## src/rtl/bcs_pkg.sv

```systemverilog
// constants and types for the bus cycle status decoder
// assumes all monitored lines are already synchronous to i_clock
`default_nettype none
package bcs_pkg;
  // status word layout
  localparam int STATUS_W = 16;
  localparam int FIELD_W = 15;
  localparam int BIT_DATA_CONTROL = 0;
  localparam int BIT_MEMORY_IO = 1;
  localparam int BIT_WRITE_READ = 2;
  localparam int BIT_HOLD_ACK = 3;
  localparam int BIT_LANE_LSB = 4;
  localparam int LANE_W = 4;
  localparam int BIT_NARROW_BUS = 8;
  localparam int BIT_NEXT_ADDRESS = 9;
  localparam int BIT_BUS_LOCK = 10;
  localparam int BIT_COPRO_ERROR = 11;
  localparam int BIT_COPRO_OPERAND = 12;
  localparam int BIT_COPRO_BUSY = 13;
  localparam int BIT_CYCLE_START = 14;
  localparam int BIT_CYCLE_DONE = 15;
  localparam int COUNT_W = 16;

  // values after reset
  localparam logic [STATUS_W-1:0] STATUS_RESET = 16'h0000;
  localparam logic [COUNT_W-1:0] COUNT_RESET = 16'h0000;

  // cycle type codes on status bits 2..0 (write/read, memory/io, data/control)
  localparam logic [2:0] CODE_INT_ACK = 3'h0;
  localparam logic [2:0] CODE_IO_READ = 3'h2;
  localparam logic [2:0] CODE_IO_WRITE = 3'h3;
  localparam logic [2:0] CODE_OPCODE_FETCH = 3'h4;
  localparam logic [2:0] CODE_HALT_SHUTDOWN = 3'h5;
  localparam logic [2:0] CODE_MEMORY_READ = 3'h6;
  localparam logic [2:0] CODE_MEMORY_WRITE = 3'h7;

  // lane pattern that marks a halt rather than a shutdown; plain default
  localparam logic [LANE_W-1:0] HALT_LANES_N = 4'hb;

  // byte lane patterns {lane3..lane0}, active low
  localparam logic [LANE_W-1:0] LANES_DOUBLE_WORD = 4'h0;
  localparam logic [LANE_W-1:0] LANES_HIGHER_3 = 4'h1;
  localparam logic [LANE_W-1:0] LANES_HIGH_WORD = 4'h3;
  localparam logic [LANE_W-1:0] LANES_BYTE_3 = 4'h7;
  localparam logic [LANE_W-1:0] LANES_LOWER_3 = 4'h8;
  localparam logic [LANE_W-1:0] LANES_MIDDLE_WORD = 4'h9;
  localparam logic [LANE_W-1:0] LANES_BYTE_2 = 4'hb;
  localparam logic [LANE_W-1:0] LANES_LOW_WORD = 4'hc;
  localparam logic [LANE_W-1:0] LANES_BYTE_1 = 4'hd;
  localparam logic [LANE_W-1:0] LANES_BYTE_0 = 4'he;

  typedef enum logic [8:0] {
    CT_INT_ACK = 9'h001,
    CT_IO_READ = 9'h002,
    CT_IO_WRITE = 9'h004,
    CT_OPCODE_FETCH = 9'h008,
    CT_HALT = 9'h010,
    CT_SHUTDOWN = 9'h020,
    CT_MEMORY_READ = 9'h040,
    CT_MEMORY_WRITE = 9'h080,
    CT_UNDEFINED = 9'h100
  } bcs_cycle_type_e;

  typedef enum logic [3:0] {
    LBL_DOUBLE_WORD = 4'h0,
    LBL_HIGHER_3 = 4'h1,
    LBL_HIGH_WORD = 4'h2,
    LBL_BYTE_3 = 4'h3,
    LBL_LOWER_3 = 4'h4,
    LBL_MIDDLE_WORD = 4'h5,
    LBL_BYTE_2 = 4'h6,
    LBL_LOW_WORD = 4'h7,
    LBL_BYTE_1 = 4'h8,
    LBL_BYTE_0 = 4'h9,
    LBL_OTHER = 4'ha
  } bcs_byte_validity_label_e;

  typedef enum logic [2:0] {
    ST_IDLE = 3'h1,
    ST_ACTIVE = 3'h2,
    ST_HELD = 3'h4
  } bcs_state_e;
endpackage
`default_nettype wire

```

## src/rtl/bcs_type_decode.sv

```systemverilog
// combinational cycle type decoder
// assumes inputs are bits 2..0 and the lane enables of one status word
`default_nettype none
module bcs_type_decode (
  // cycle definition
  input wire logic i_data_control_flag,
  input wire logic i_memory_io_flag,
  input wire logic i_write_read_flag,
  input wire logic [bcs_pkg::LANE_W-1:0] i_byte_lane_enables_n,
  // decoded type
  output bcs_pkg::bcs_cycle_type_e o_cycle_type
);
  logic [2:0] code;

  always_comb begin
    code = {i_write_read_flag, i_memory_io_flag, i_data_control_flag};
    case (code)
      bcs_pkg::CODE_INT_ACK: o_cycle_type = bcs_pkg::CT_INT_ACK;
      bcs_pkg::CODE_IO_READ: o_cycle_type = bcs_pkg::CT_IO_READ;
      bcs_pkg::CODE_IO_WRITE: o_cycle_type = bcs_pkg::CT_IO_WRITE;
      bcs_pkg::CODE_OPCODE_FETCH: o_cycle_type = bcs_pkg::CT_OPCODE_FETCH;
      bcs_pkg::CODE_HALT_SHUTDOWN: begin
        // halt and shutdown share a code; lanes tell them apart
        if (i_byte_lane_enables_n == bcs_pkg::HALT_LANES_N) begin
          o_cycle_type = bcs_pkg::CT_HALT;
        end else begin
          o_cycle_type = bcs_pkg::CT_SHUTDOWN;
        end
      end
      bcs_pkg::CODE_MEMORY_READ: o_cycle_type = bcs_pkg::CT_MEMORY_READ;
      bcs_pkg::CODE_MEMORY_WRITE: o_cycle_type = bcs_pkg::CT_MEMORY_WRITE;
      default: o_cycle_type = bcs_pkg::CT_UNDEFINED;
    endcase
  end
endmodule
`default_nettype wire

```

## src/rtl/bcs_lane_decode.sv

```systemverilog
// combinational byte validity decoder
// assumes the four active-low lane enables, lane 0 in bit 0
`default_nettype none
module bcs_lane_decode (
  // lane enables
  input wire logic [bcs_pkg::LANE_W-1:0] i_byte_lane_enables_n,
  // decoded label
  output bcs_pkg::bcs_byte_validity_label_e o_byte_validity_label
);
  always_comb begin
    case (i_byte_lane_enables_n)
      bcs_pkg::LANES_DOUBLE_WORD: o_byte_validity_label = bcs_pkg::LBL_DOUBLE_WORD;
      bcs_pkg::LANES_HIGHER_3: o_byte_validity_label = bcs_pkg::LBL_HIGHER_3;
      bcs_pkg::LANES_HIGH_WORD: o_byte_validity_label = bcs_pkg::LBL_HIGH_WORD;
      bcs_pkg::LANES_BYTE_3: o_byte_validity_label = bcs_pkg::LBL_BYTE_3;
      bcs_pkg::LANES_LOWER_3: o_byte_validity_label = bcs_pkg::LBL_LOWER_3;
      bcs_pkg::LANES_MIDDLE_WORD: o_byte_validity_label = bcs_pkg::LBL_MIDDLE_WORD;
      bcs_pkg::LANES_BYTE_2: o_byte_validity_label = bcs_pkg::LBL_BYTE_2;
      bcs_pkg::LANES_LOW_WORD: o_byte_validity_label = bcs_pkg::LBL_LOW_WORD;
      bcs_pkg::LANES_BYTE_1: o_byte_validity_label = bcs_pkg::LBL_BYTE_1;
      bcs_pkg::LANES_BYTE_0: o_byte_validity_label = bcs_pkg::LBL_BYTE_0;
      default: o_byte_validity_label = bcs_pkg::LBL_OTHER;
    endcase
  end
endmodule
`default_nettype wire

```

## src/rtl/bcs_status_decoder.sv

```systemverilog
// bus cycle status monitor: packs the processor status lines into one word,
// captures one state per completed bus cycle and decodes type, lanes and size
// assumes every input is synchronous to i_clock, the processor clock rate
`default_nettype none

// Operation
// - bit 0 is the data/control flag, one for data cycles
// - bit 1 is the memory/io flag, one for memory accesses
// - bit 2 is the write/read flag, one for writes
// - bit 3 is hold acknowledge, high once the bus is given up
// - bits 4 to 7 are the active-low lane enables, lane 0 lowest
// - bit 9 is the active-low next-address request from the system
// - bit 10 is the active-low bus lock
// - bit 11 is the active-low coprocessor error
// - bit 12 is the active-high coprocessor operand request
// - bit 13 is the active-low coprocessor busy
// - bit 14 is the active-low cycle-start strobe
// - bit 15 is active-low cycle done, ignored during hold acknowledge
// - the trigger field gathers fifteen status lines
// - halt and shutdown cycles are told apart
// - cycle type comes from bits 2 to 0
// - valid bytes come from the four lane enables
// - bits 11 to 14 never affect type, lane or size decoding
module bcs_status_decoder (
  // clock and reset
  input wire logic i_clock,
  input wire logic i_reset,
  // cycle definition
  input wire logic i_data_control_flag,
  input wire logic i_memory_io_flag,
  input wire logic i_write_read_flag,
  input wire logic i_hold_acknowledge,
  input wire logic [bcs_pkg::LANE_W-1:0] i_byte_lane_enables_n,
  // bus control
  input wire logic i_narrow_bus_request_n,
  input wire logic i_next_address_request_n,
  input wire logic i_bus_lock_n,
  input wire logic i_cycle_start_strobe_n,
  input wire logic i_cycle_done_n,
  // coprocessor handshake
  input wire logic i_copro_error_n,
  input wire logic i_copro_operand_request,
  input wire logic i_copro_busy_n,
  // live status
  output logic [bcs_pkg::STATUS_W-1:0] o_status_word,
  output logic [bcs_pkg::FIELD_W-1:0] o_status_field,
  // captured state
  output logic o_capture_valid,
  output logic [bcs_pkg::STATUS_W-1:0] o_captured_word,
  output bcs_pkg::bcs_cycle_type_e o_cycle_type,
  output bcs_pkg::bcs_byte_validity_label_e o_byte_validity_label,
  output logic o_size_32,
  output logic o_halt,
  output logic o_shutdown,
  output logic o_extra_cycle_due,
  // tracking
  output logic o_in_cycle,
  output logic o_bus_held,
  output logic [bcs_pkg::COUNT_W-1:0] o_cycle_count
);
  // packed status of this cycle
  logic [bcs_pkg::STATUS_W-1:0] status_now;
  logic capture_now;
  logic upper_lanes_on;
  bcs_pkg::bcs_cycle_type_e type_now;
  bcs_pkg::bcs_byte_validity_label_e label_now;

  // registered state
  logic [bcs_pkg::STATUS_W-1:0] status_word_ff;
  logic [bcs_pkg::STATUS_W-1:0] nxt_status_word;

  logic [bcs_pkg::STATUS_W-1:0] captured_word_ff;
  logic [bcs_pkg::STATUS_W-1:0] nxt_captured_word;
  logic capture_valid_ff;
  logic nxt_capture_valid;

  bcs_pkg::bcs_cycle_type_e cycle_type_ff;
  bcs_pkg::bcs_cycle_type_e nxt_cycle_type;
  bcs_pkg::bcs_byte_validity_label_e label_ff;
  bcs_pkg::bcs_byte_validity_label_e nxt_label;

  logic size_32_ff;
  logic nxt_size_32;
  logic extra_cycle_ff;
  logic nxt_extra_cycle;

  logic [bcs_pkg::COUNT_W-1:0] count_ff;
  logic [bcs_pkg::COUNT_W-1:0] nxt_count;

  bcs_pkg::bcs_state_e state_ff;
  bcs_pkg::bcs_state_e nxt_state;

  // pack the lines at their fixed positions
  always_comb begin
    status_now = bcs_pkg::STATUS_RESET;
    status_now[bcs_pkg::BIT_DATA_CONTROL] = i_data_control_flag;
    status_now[bcs_pkg::BIT_MEMORY_IO] = i_memory_io_flag;
    status_now[bcs_pkg::BIT_WRITE_READ] = i_write_read_flag;
    status_now[bcs_pkg::BIT_HOLD_ACK] = i_hold_acknowledge;
    status_now[bcs_pkg::BIT_LANE_LSB +: bcs_pkg::LANE_W] = i_byte_lane_enables_n;
    status_now[bcs_pkg::BIT_NARROW_BUS] = i_narrow_bus_request_n;
    status_now[bcs_pkg::BIT_NEXT_ADDRESS] = i_next_address_request_n;
    status_now[bcs_pkg::BIT_BUS_LOCK] = i_bus_lock_n;
    status_now[bcs_pkg::BIT_COPRO_ERROR] = i_copro_error_n;
    status_now[bcs_pkg::BIT_COPRO_OPERAND] = i_copro_operand_request;
    status_now[bcs_pkg::BIT_COPRO_BUSY] = i_copro_busy_n;
    status_now[bcs_pkg::BIT_CYCLE_START] = i_cycle_start_strobe_n;
    status_now[bcs_pkg::BIT_CYCLE_DONE] = i_cycle_done_n;
  end

  // decoders see only bits 2..0 and 7..4 of the word
  bcs_type_decode u_type_decode (
    .i_data_control_flag(status_now[bcs_pkg::BIT_DATA_CONTROL]),
    .i_memory_io_flag(status_now[bcs_pkg::BIT_MEMORY_IO]),
    .i_write_read_flag(status_now[bcs_pkg::BIT_WRITE_READ]),
    .i_byte_lane_enables_n(status_now[bcs_pkg::BIT_LANE_LSB +: bcs_pkg::LANE_W]),
    .o_cycle_type(type_now)
  );

  bcs_lane_decode u_lane_decode (
    .i_byte_lane_enables_n(status_now[bcs_pkg::BIT_LANE_LSB +: bcs_pkg::LANE_W]),
    .o_byte_validity_label(label_now)
  );

  // capture qualifier: done is disregarded while the bus is held
  always_comb begin
    capture_now = ~i_cycle_done_n & ~i_hold_acknowledge;
    upper_lanes_on = ~(&i_byte_lane_enables_n[bcs_pkg::LANE_W-1 -: 2]);
  end

  // live status word, refreshed on every rising edge
  always_comb begin
    nxt_status_word = status_now;
    if (i_reset) begin
      nxt_status_word = bcs_pkg::STATUS_RESET;
    end
  end

  always_ff @(posedge i_clock) begin
    status_word_ff <= nxt_status_word;
  end

  // one captured state per completed cycle
  always_comb begin
    nxt_capture_valid = capture_now;
    nxt_captured_word = captured_word_ff;
    if (capture_now) begin
      nxt_captured_word = status_now;
    end
    if (i_reset) begin
      nxt_capture_valid = 1'b0;
      nxt_captured_word = bcs_pkg::STATUS_RESET;
    end
  end

  always_ff @(posedge i_clock) begin
    capture_valid_ff <= nxt_capture_valid;
    captured_word_ff <= nxt_captured_word;
  end

  // decoded type and lanes hold until the next capture
  always_comb begin
    nxt_cycle_type = cycle_type_ff;
    nxt_label = label_ff;
    if (capture_now) begin
      nxt_cycle_type = type_now;
      nxt_label = label_now;
    end
    if (i_reset) begin
      nxt_cycle_type = bcs_pkg::CT_UNDEFINED;
      nxt_label = bcs_pkg::LBL_OTHER;
    end
  end

  always_ff @(posedge i_clock) begin
    cycle_type_ff <= nxt_cycle_type;
    label_ff <= nxt_label;
  end

  // transfer size and pending lane-shift cycle
  always_comb begin
    nxt_size_32 = size_32_ff;
    nxt_extra_cycle = extra_cycle_ff;
    if (capture_now) begin
      // narrow-bus request low marks a 16-bit transfer
      nxt_size_32 = status_now[bcs_pkg::BIT_NARROW_BUS];
      // a narrow cycle touching upper lanes is followed by a lane-shifted one
      nxt_extra_cycle = ~i_narrow_bus_request_n & upper_lanes_on;
    end
    if (i_reset) begin
      nxt_size_32 = 1'b0;
      nxt_extra_cycle = 1'b0;
    end
  end

  always_ff @(posedge i_clock) begin
    size_32_ff <= nxt_size_32;
    extra_cycle_ff <= nxt_extra_cycle;
  end

  // bus cycle tracking
  always_comb begin
    nxt_state = state_ff;
    case (state_ff)
      bcs_pkg::ST_IDLE: begin
        if (i_hold_acknowledge) begin
          nxt_state = bcs_pkg::ST_HELD;
        end else if (~i_cycle_start_strobe_n) begin
          nxt_state = bcs_pkg::ST_ACTIVE;
        end
      end
      bcs_pkg::ST_ACTIVE: begin
        // start low again at done is a pipelined next cycle, so stay active
        if (i_hold_acknowledge) begin
          nxt_state = bcs_pkg::ST_HELD;
        end else if (capture_now && i_cycle_start_strobe_n) begin
          nxt_state = bcs_pkg::ST_IDLE;
        end
      end
      bcs_pkg::ST_HELD: begin
        if (~i_hold_acknowledge) begin
          nxt_state = bcs_pkg::ST_IDLE;
        end
      end
      default: begin
        nxt_state = bcs_pkg::ST_IDLE;
      end
    endcase
    if (i_reset) begin
      nxt_state = bcs_pkg::ST_IDLE;
    end
  end

  always_ff @(posedge i_clock) begin
    state_ff <= nxt_state;
  end

  // count of captured cycles, wraps
  always_comb begin
    nxt_count = count_ff;
    if (capture_now) begin
      nxt_count = count_ff + 16'h0001;
    end
    if (i_reset) begin
      nxt_count = bcs_pkg::COUNT_RESET;
    end
  end

  always_ff @(posedge i_clock) begin
    count_ff <= nxt_count;
  end

  // outputs straight from flops
  always_comb begin
    o_status_word = status_word_ff;
    o_status_field = status_word_ff[bcs_pkg::FIELD_W-1:0];
    o_capture_valid = capture_valid_ff;
    o_captured_word = captured_word_ff;
    o_cycle_type = cycle_type_ff;
    o_byte_validity_label = label_ff;
    o_size_32 = size_32_ff;
    o_halt = cycle_type_ff[4];
    o_shutdown = cycle_type_ff[5];
    o_extra_cycle_due = extra_cycle_ff;
    o_in_cycle = state_ff[1];
    o_bus_held = state_ff[2];
    o_cycle_count = count_ff;
  end
endmodule
`default_nettype wire

```

## config.mk

```make
export PLATFORM = sky130hd
export DESIGN_NAME = bcs_status_decoder
export DESIGN_NICKNAME = d
export VERILOG_FILES = /design/src/rtl/bcs_pkg.sv /design/src/rtl/bcs_type_decode.sv /design/src/rtl/bcs_lane_decode.sv /design/src/rtl/bcs_status_decoder.sv
export SDC_FILE = /design/constraint.sdc
export NUM_CORES = 1
export LEC_CHECK = 0
export BUFFER_PORTS_ARGS = -buffer_cell sky130_fd_sc_hd__buf_2
export CORE_MARGIN = 1.5
export CORE_UTILIZATION = 35
export CTS_BUF_LIST = sky130_fd_sc_hd__clkbuf_16
export DETAILED_ROUTE_END_ITERATION = 8
export PLACE_DENSITY_LB_ADDON = 0.1
export REMOVE_ABC_BUFFERS = 1
export SLEW_MARGIN = 20
export SYNTH_ARGS = -nofsm -noshare
export SYNTH_HDL_FRONTEND = slang
export SYNTH_SLANG_ARGS = --single-unit
export TNS_END_PERCENT = 50
```

## constraint.sdc

```tcl
create_clock -name i_clock -period 1.45 [get_ports i_clock]
set_input_delay 0.145 -clock i_clock [delete_from_list [all_inputs] [get_ports i_clock]]
set_output_delay 0.145 -clock i_clock [all_outputs]
set_load 0.05 [all_outputs]
```

==> flow_summary.ini <==
[synthesis]
yosysUniqueCellTypes = 48
yosysWarnings = 0
ys_ff_latch = 66
synthCells = 284
yosysMostFrequentCell = dfxtp_1
yosys-top-cells-count = dfxtp_1 (66), nand2_1 (32), nor2_1 (31)
synth_area_mm2 = 0.00265
seq_area_frac_synth_pct = 49.9
yosysTopAreaCell = dfxtp_1
synth.area.top_cells = dfxtp_1 (50%), buf_4 (5.1%), nand2_1 (4.5%), nor2_1 (4.4%), a21oi_1 (4.0%)
synth_edf_count = 0
syn_avg_cell_area_um2 = 9.32
synth_top_area_share_pct = 49.9
synthFlopType = dfxtp_1
async_flop_share_pct = 0

[floorplan]
rows = 31
die_h_um = 90.0
coreArea_mm2 = 0.00729
die_x_um = 90.0
die_area_mm2 = 0.00809
initial_core_util_pct = 36.3
ios = 101

[finish]
final_cells = 478
drive_above_1_share_pct = 35.4
antenna_cells = 0
fin_area_mm2 = 0.00345
syn2layout_area_growth_pct = 30.5
nets = 395

[setup_path]
start_kind = flip-flop
worstReg2RegEnd = o_cycle_count[13]$_SDFFE_PP0N_
slowest_stage = dfxtp_1
ff2ff_setup_slack_ns = 0.09
r2r_cells = 4
required_ns = 1.66
crit_fanout = 4
path_cells = and4bb_1 -> and3_4 -> nand4_2 -> mux2_4
critPathLaunch = o_cycle_count[1]$_SDFFE_PP0N_
crit_end = o_cycle_count[13]$_SDFFE_PP0N_
worst-setup-path-type = reg -> reg
arrival_ns = 1.57
cp_slowest_stage_delay_ns = 0.35
r2r-start = o_cycle_count[1]$_SDFFE_PP0N_
cp-end-kind = flip-flop

[timing]
min_period_over_period_pct = 93.7
max_slew.worst_pin.slew_ns = 0.486
max_clock_freq_mhz = 736
slew_violations = 0
fin_crit_ns = 1.36
maxSlewHeadroom_pct = 67.5
rsz0062_at_grt = no
timing.final.ws_setup_ns = 0.0916
skew_ns = 0.00400
setup_viol = 0
hold_slack_ns = 0.0841
hold_violations = 0

[cts]
root_buffer = clkbuf_16
cts_max_level = 3
cts_resized = 0
cts_tree = built
cts_buffer_depth = 2
cts_buffers = 9
clkSlewWorstSetupHoldPaths_ns = 0.05
cts.sinks = 66
clk_latency_ns = 0.32
hold_buffers = 0
cts_setup_buffers = 0

[pwr]
leakagePower_nw = 1.66
sw_frac_of_total_pct = 27.7
vdd_drop_max_mv = 0.651
internal_power_mw = 3.37
power_density_mw_per_mm2 = 1350
pwr-share-seq_pct = 41.7
comb_power_share_pct = 15.2
power.switching_mw = 1.29
p_total_mw = 4.66
clkPwrFrac_pct = 43.2

[run]
cap_violations = 0

[placed_design]
dpl.hpwl_um = 4160
dp.cells = 462
numPortBuffers = 100
place_ws_ns = 0.0934
place_area_mm2 = 0.00318
routabilityCongestion = 0.833

[global_route]
grt_pass1_vias = 2117
grt_max_degree = 33
grtUsageTotal_pct = 15.6
grt_first_pass_wirelength_um = 10100
overflow = 0
antenna_found_initial = 0

[drt]
drcViolationCount = 0
wl_um = 5990
avgViaCountPerCell = 4.62
wl_per_cell_um = 12.5
vias = 2210
drt_iter0_markers = 74
antenna_left = 0
dr.pass1.iters = 4

[status]
status = completed

[worst_hold_path]
hold_path_class = in -> reg
worst min-delay path by stage:
stage                                        start                            to  cells after the start
after floorplan                            i_reset  o_status_word[15]$_SDFF_PP0_                      1
after global placement    i_next_address_request_n   o_status_word[9]$_SDFF_PP0_                      2
after detailed placement            i_copro_busy_n  o_status_word[13]$_SDFF_PP0_                      2
after CTS                             i_bus_lock_n  o_status_word[10]$_SDFF_PP0_                      2
after global routing                i_copro_busy_n  o_status_word[13]$_SDFF_PP0_                      2
final                                 i_bus_lock_n  o_status_word[10]$_SDFF_PP0_                      2
state kept, by name, indices dropped and copies added, names as in the netlist:
register and count:
o_cycle_count 16, o_extra_cycle_due 1, o_capture_valid 1, state_ff 3, o_byte_validity_label 4, o_cycle_type 9, o_captured_word 16, o_status_word 16
power groups by stage:
stage	combinational (mW)	clock (mW)	sequential (mW)
6_report	0.706	2.01	1.94
5_1_grt	0.751	2.16	1.95
4_1_cts	0.713	2.07	1.94
3_5_place_dp	0.712	0	1.98
3_3_place_gp	0.709	0	1.98
2_1_floorplan	0.138	0	2.32
per-stage QoR:
| step | util [%] | setup TNS [ns] |
|---|---|---|
| detailed placement | 43.5 | 0 |
| CTS | 47.4 | 0 |
| global placement | 43.5 | 0 |
| floorplan | - | -2.74 |
| finish | 47.4 | 0 |
| global route | 47.4 | 0 |
worst max-delay path: cells and delay by family (launching register included):
family | cells | cell delay (ns)
and+or+nand+nor | 3 | 0.59
DFF | 1 | 0.35
muxes | 1 | 0.31
placed cells by master (no fill, tap or decap), types with 2 or more instances in the layout:
cell type  instances
ha_1               3
o21ai_0            2
buf_2            100
nor3b_1            2
nand2_1           32
buf_4             13
nand4_1            8
nand3_1            3
o22a_1             7
nor2b_1           15
a21oi_1           21
dfxtp_1           66
inv_1              7
clkinv_1           4
nand2b_1           4
nor2_1            30
nor4_1             2
buf_12             2
clkbuf_16          9
xnor2_1            2
xor2_1            11
nand4b_1           2
nor3_1             3
o31ai_1            2
and3_1             4
cells by family after synthesis:
group	synth area share, %
adder cells (fa/ha/maj)	1.42
AO/OA/AOI/OAI	10.8
multiplexers	0.567
buffers and inverters	9.60
flip-flops	49.9
XOR/XNOR	4.30
AND/OR/NAND/NOR	23.4
metal layers:
| layer | up-vias | routed length (um) | GRT usage [%] |
|---|---|---|---|
| li1 | 1132 | - | - |
| met1 | 1005 | 2810 | 19.3 |
| met2 | 64 | 2680 | 24.2 |
| met3 | 9 | 398 | 4.74 |
| met4 | 0 | 92 | 8.86 |
| met5 | - | 0 | 0 |
layout make-up:
class | count | area (um^2)
Sequential cell | 66 | 1320
Multi-Input combinational cell | 177 | 1070
Fill cell | 774 | 3840
Tap cell | 99 | 124
Clock buffer | 9 | 225
Inverter | 5 | 18.8
Clock inverter | 7 | 52.6
Timing Repair Buffer | 115 | 638
No activity file was read; power rests on OpenSTA's default activity.
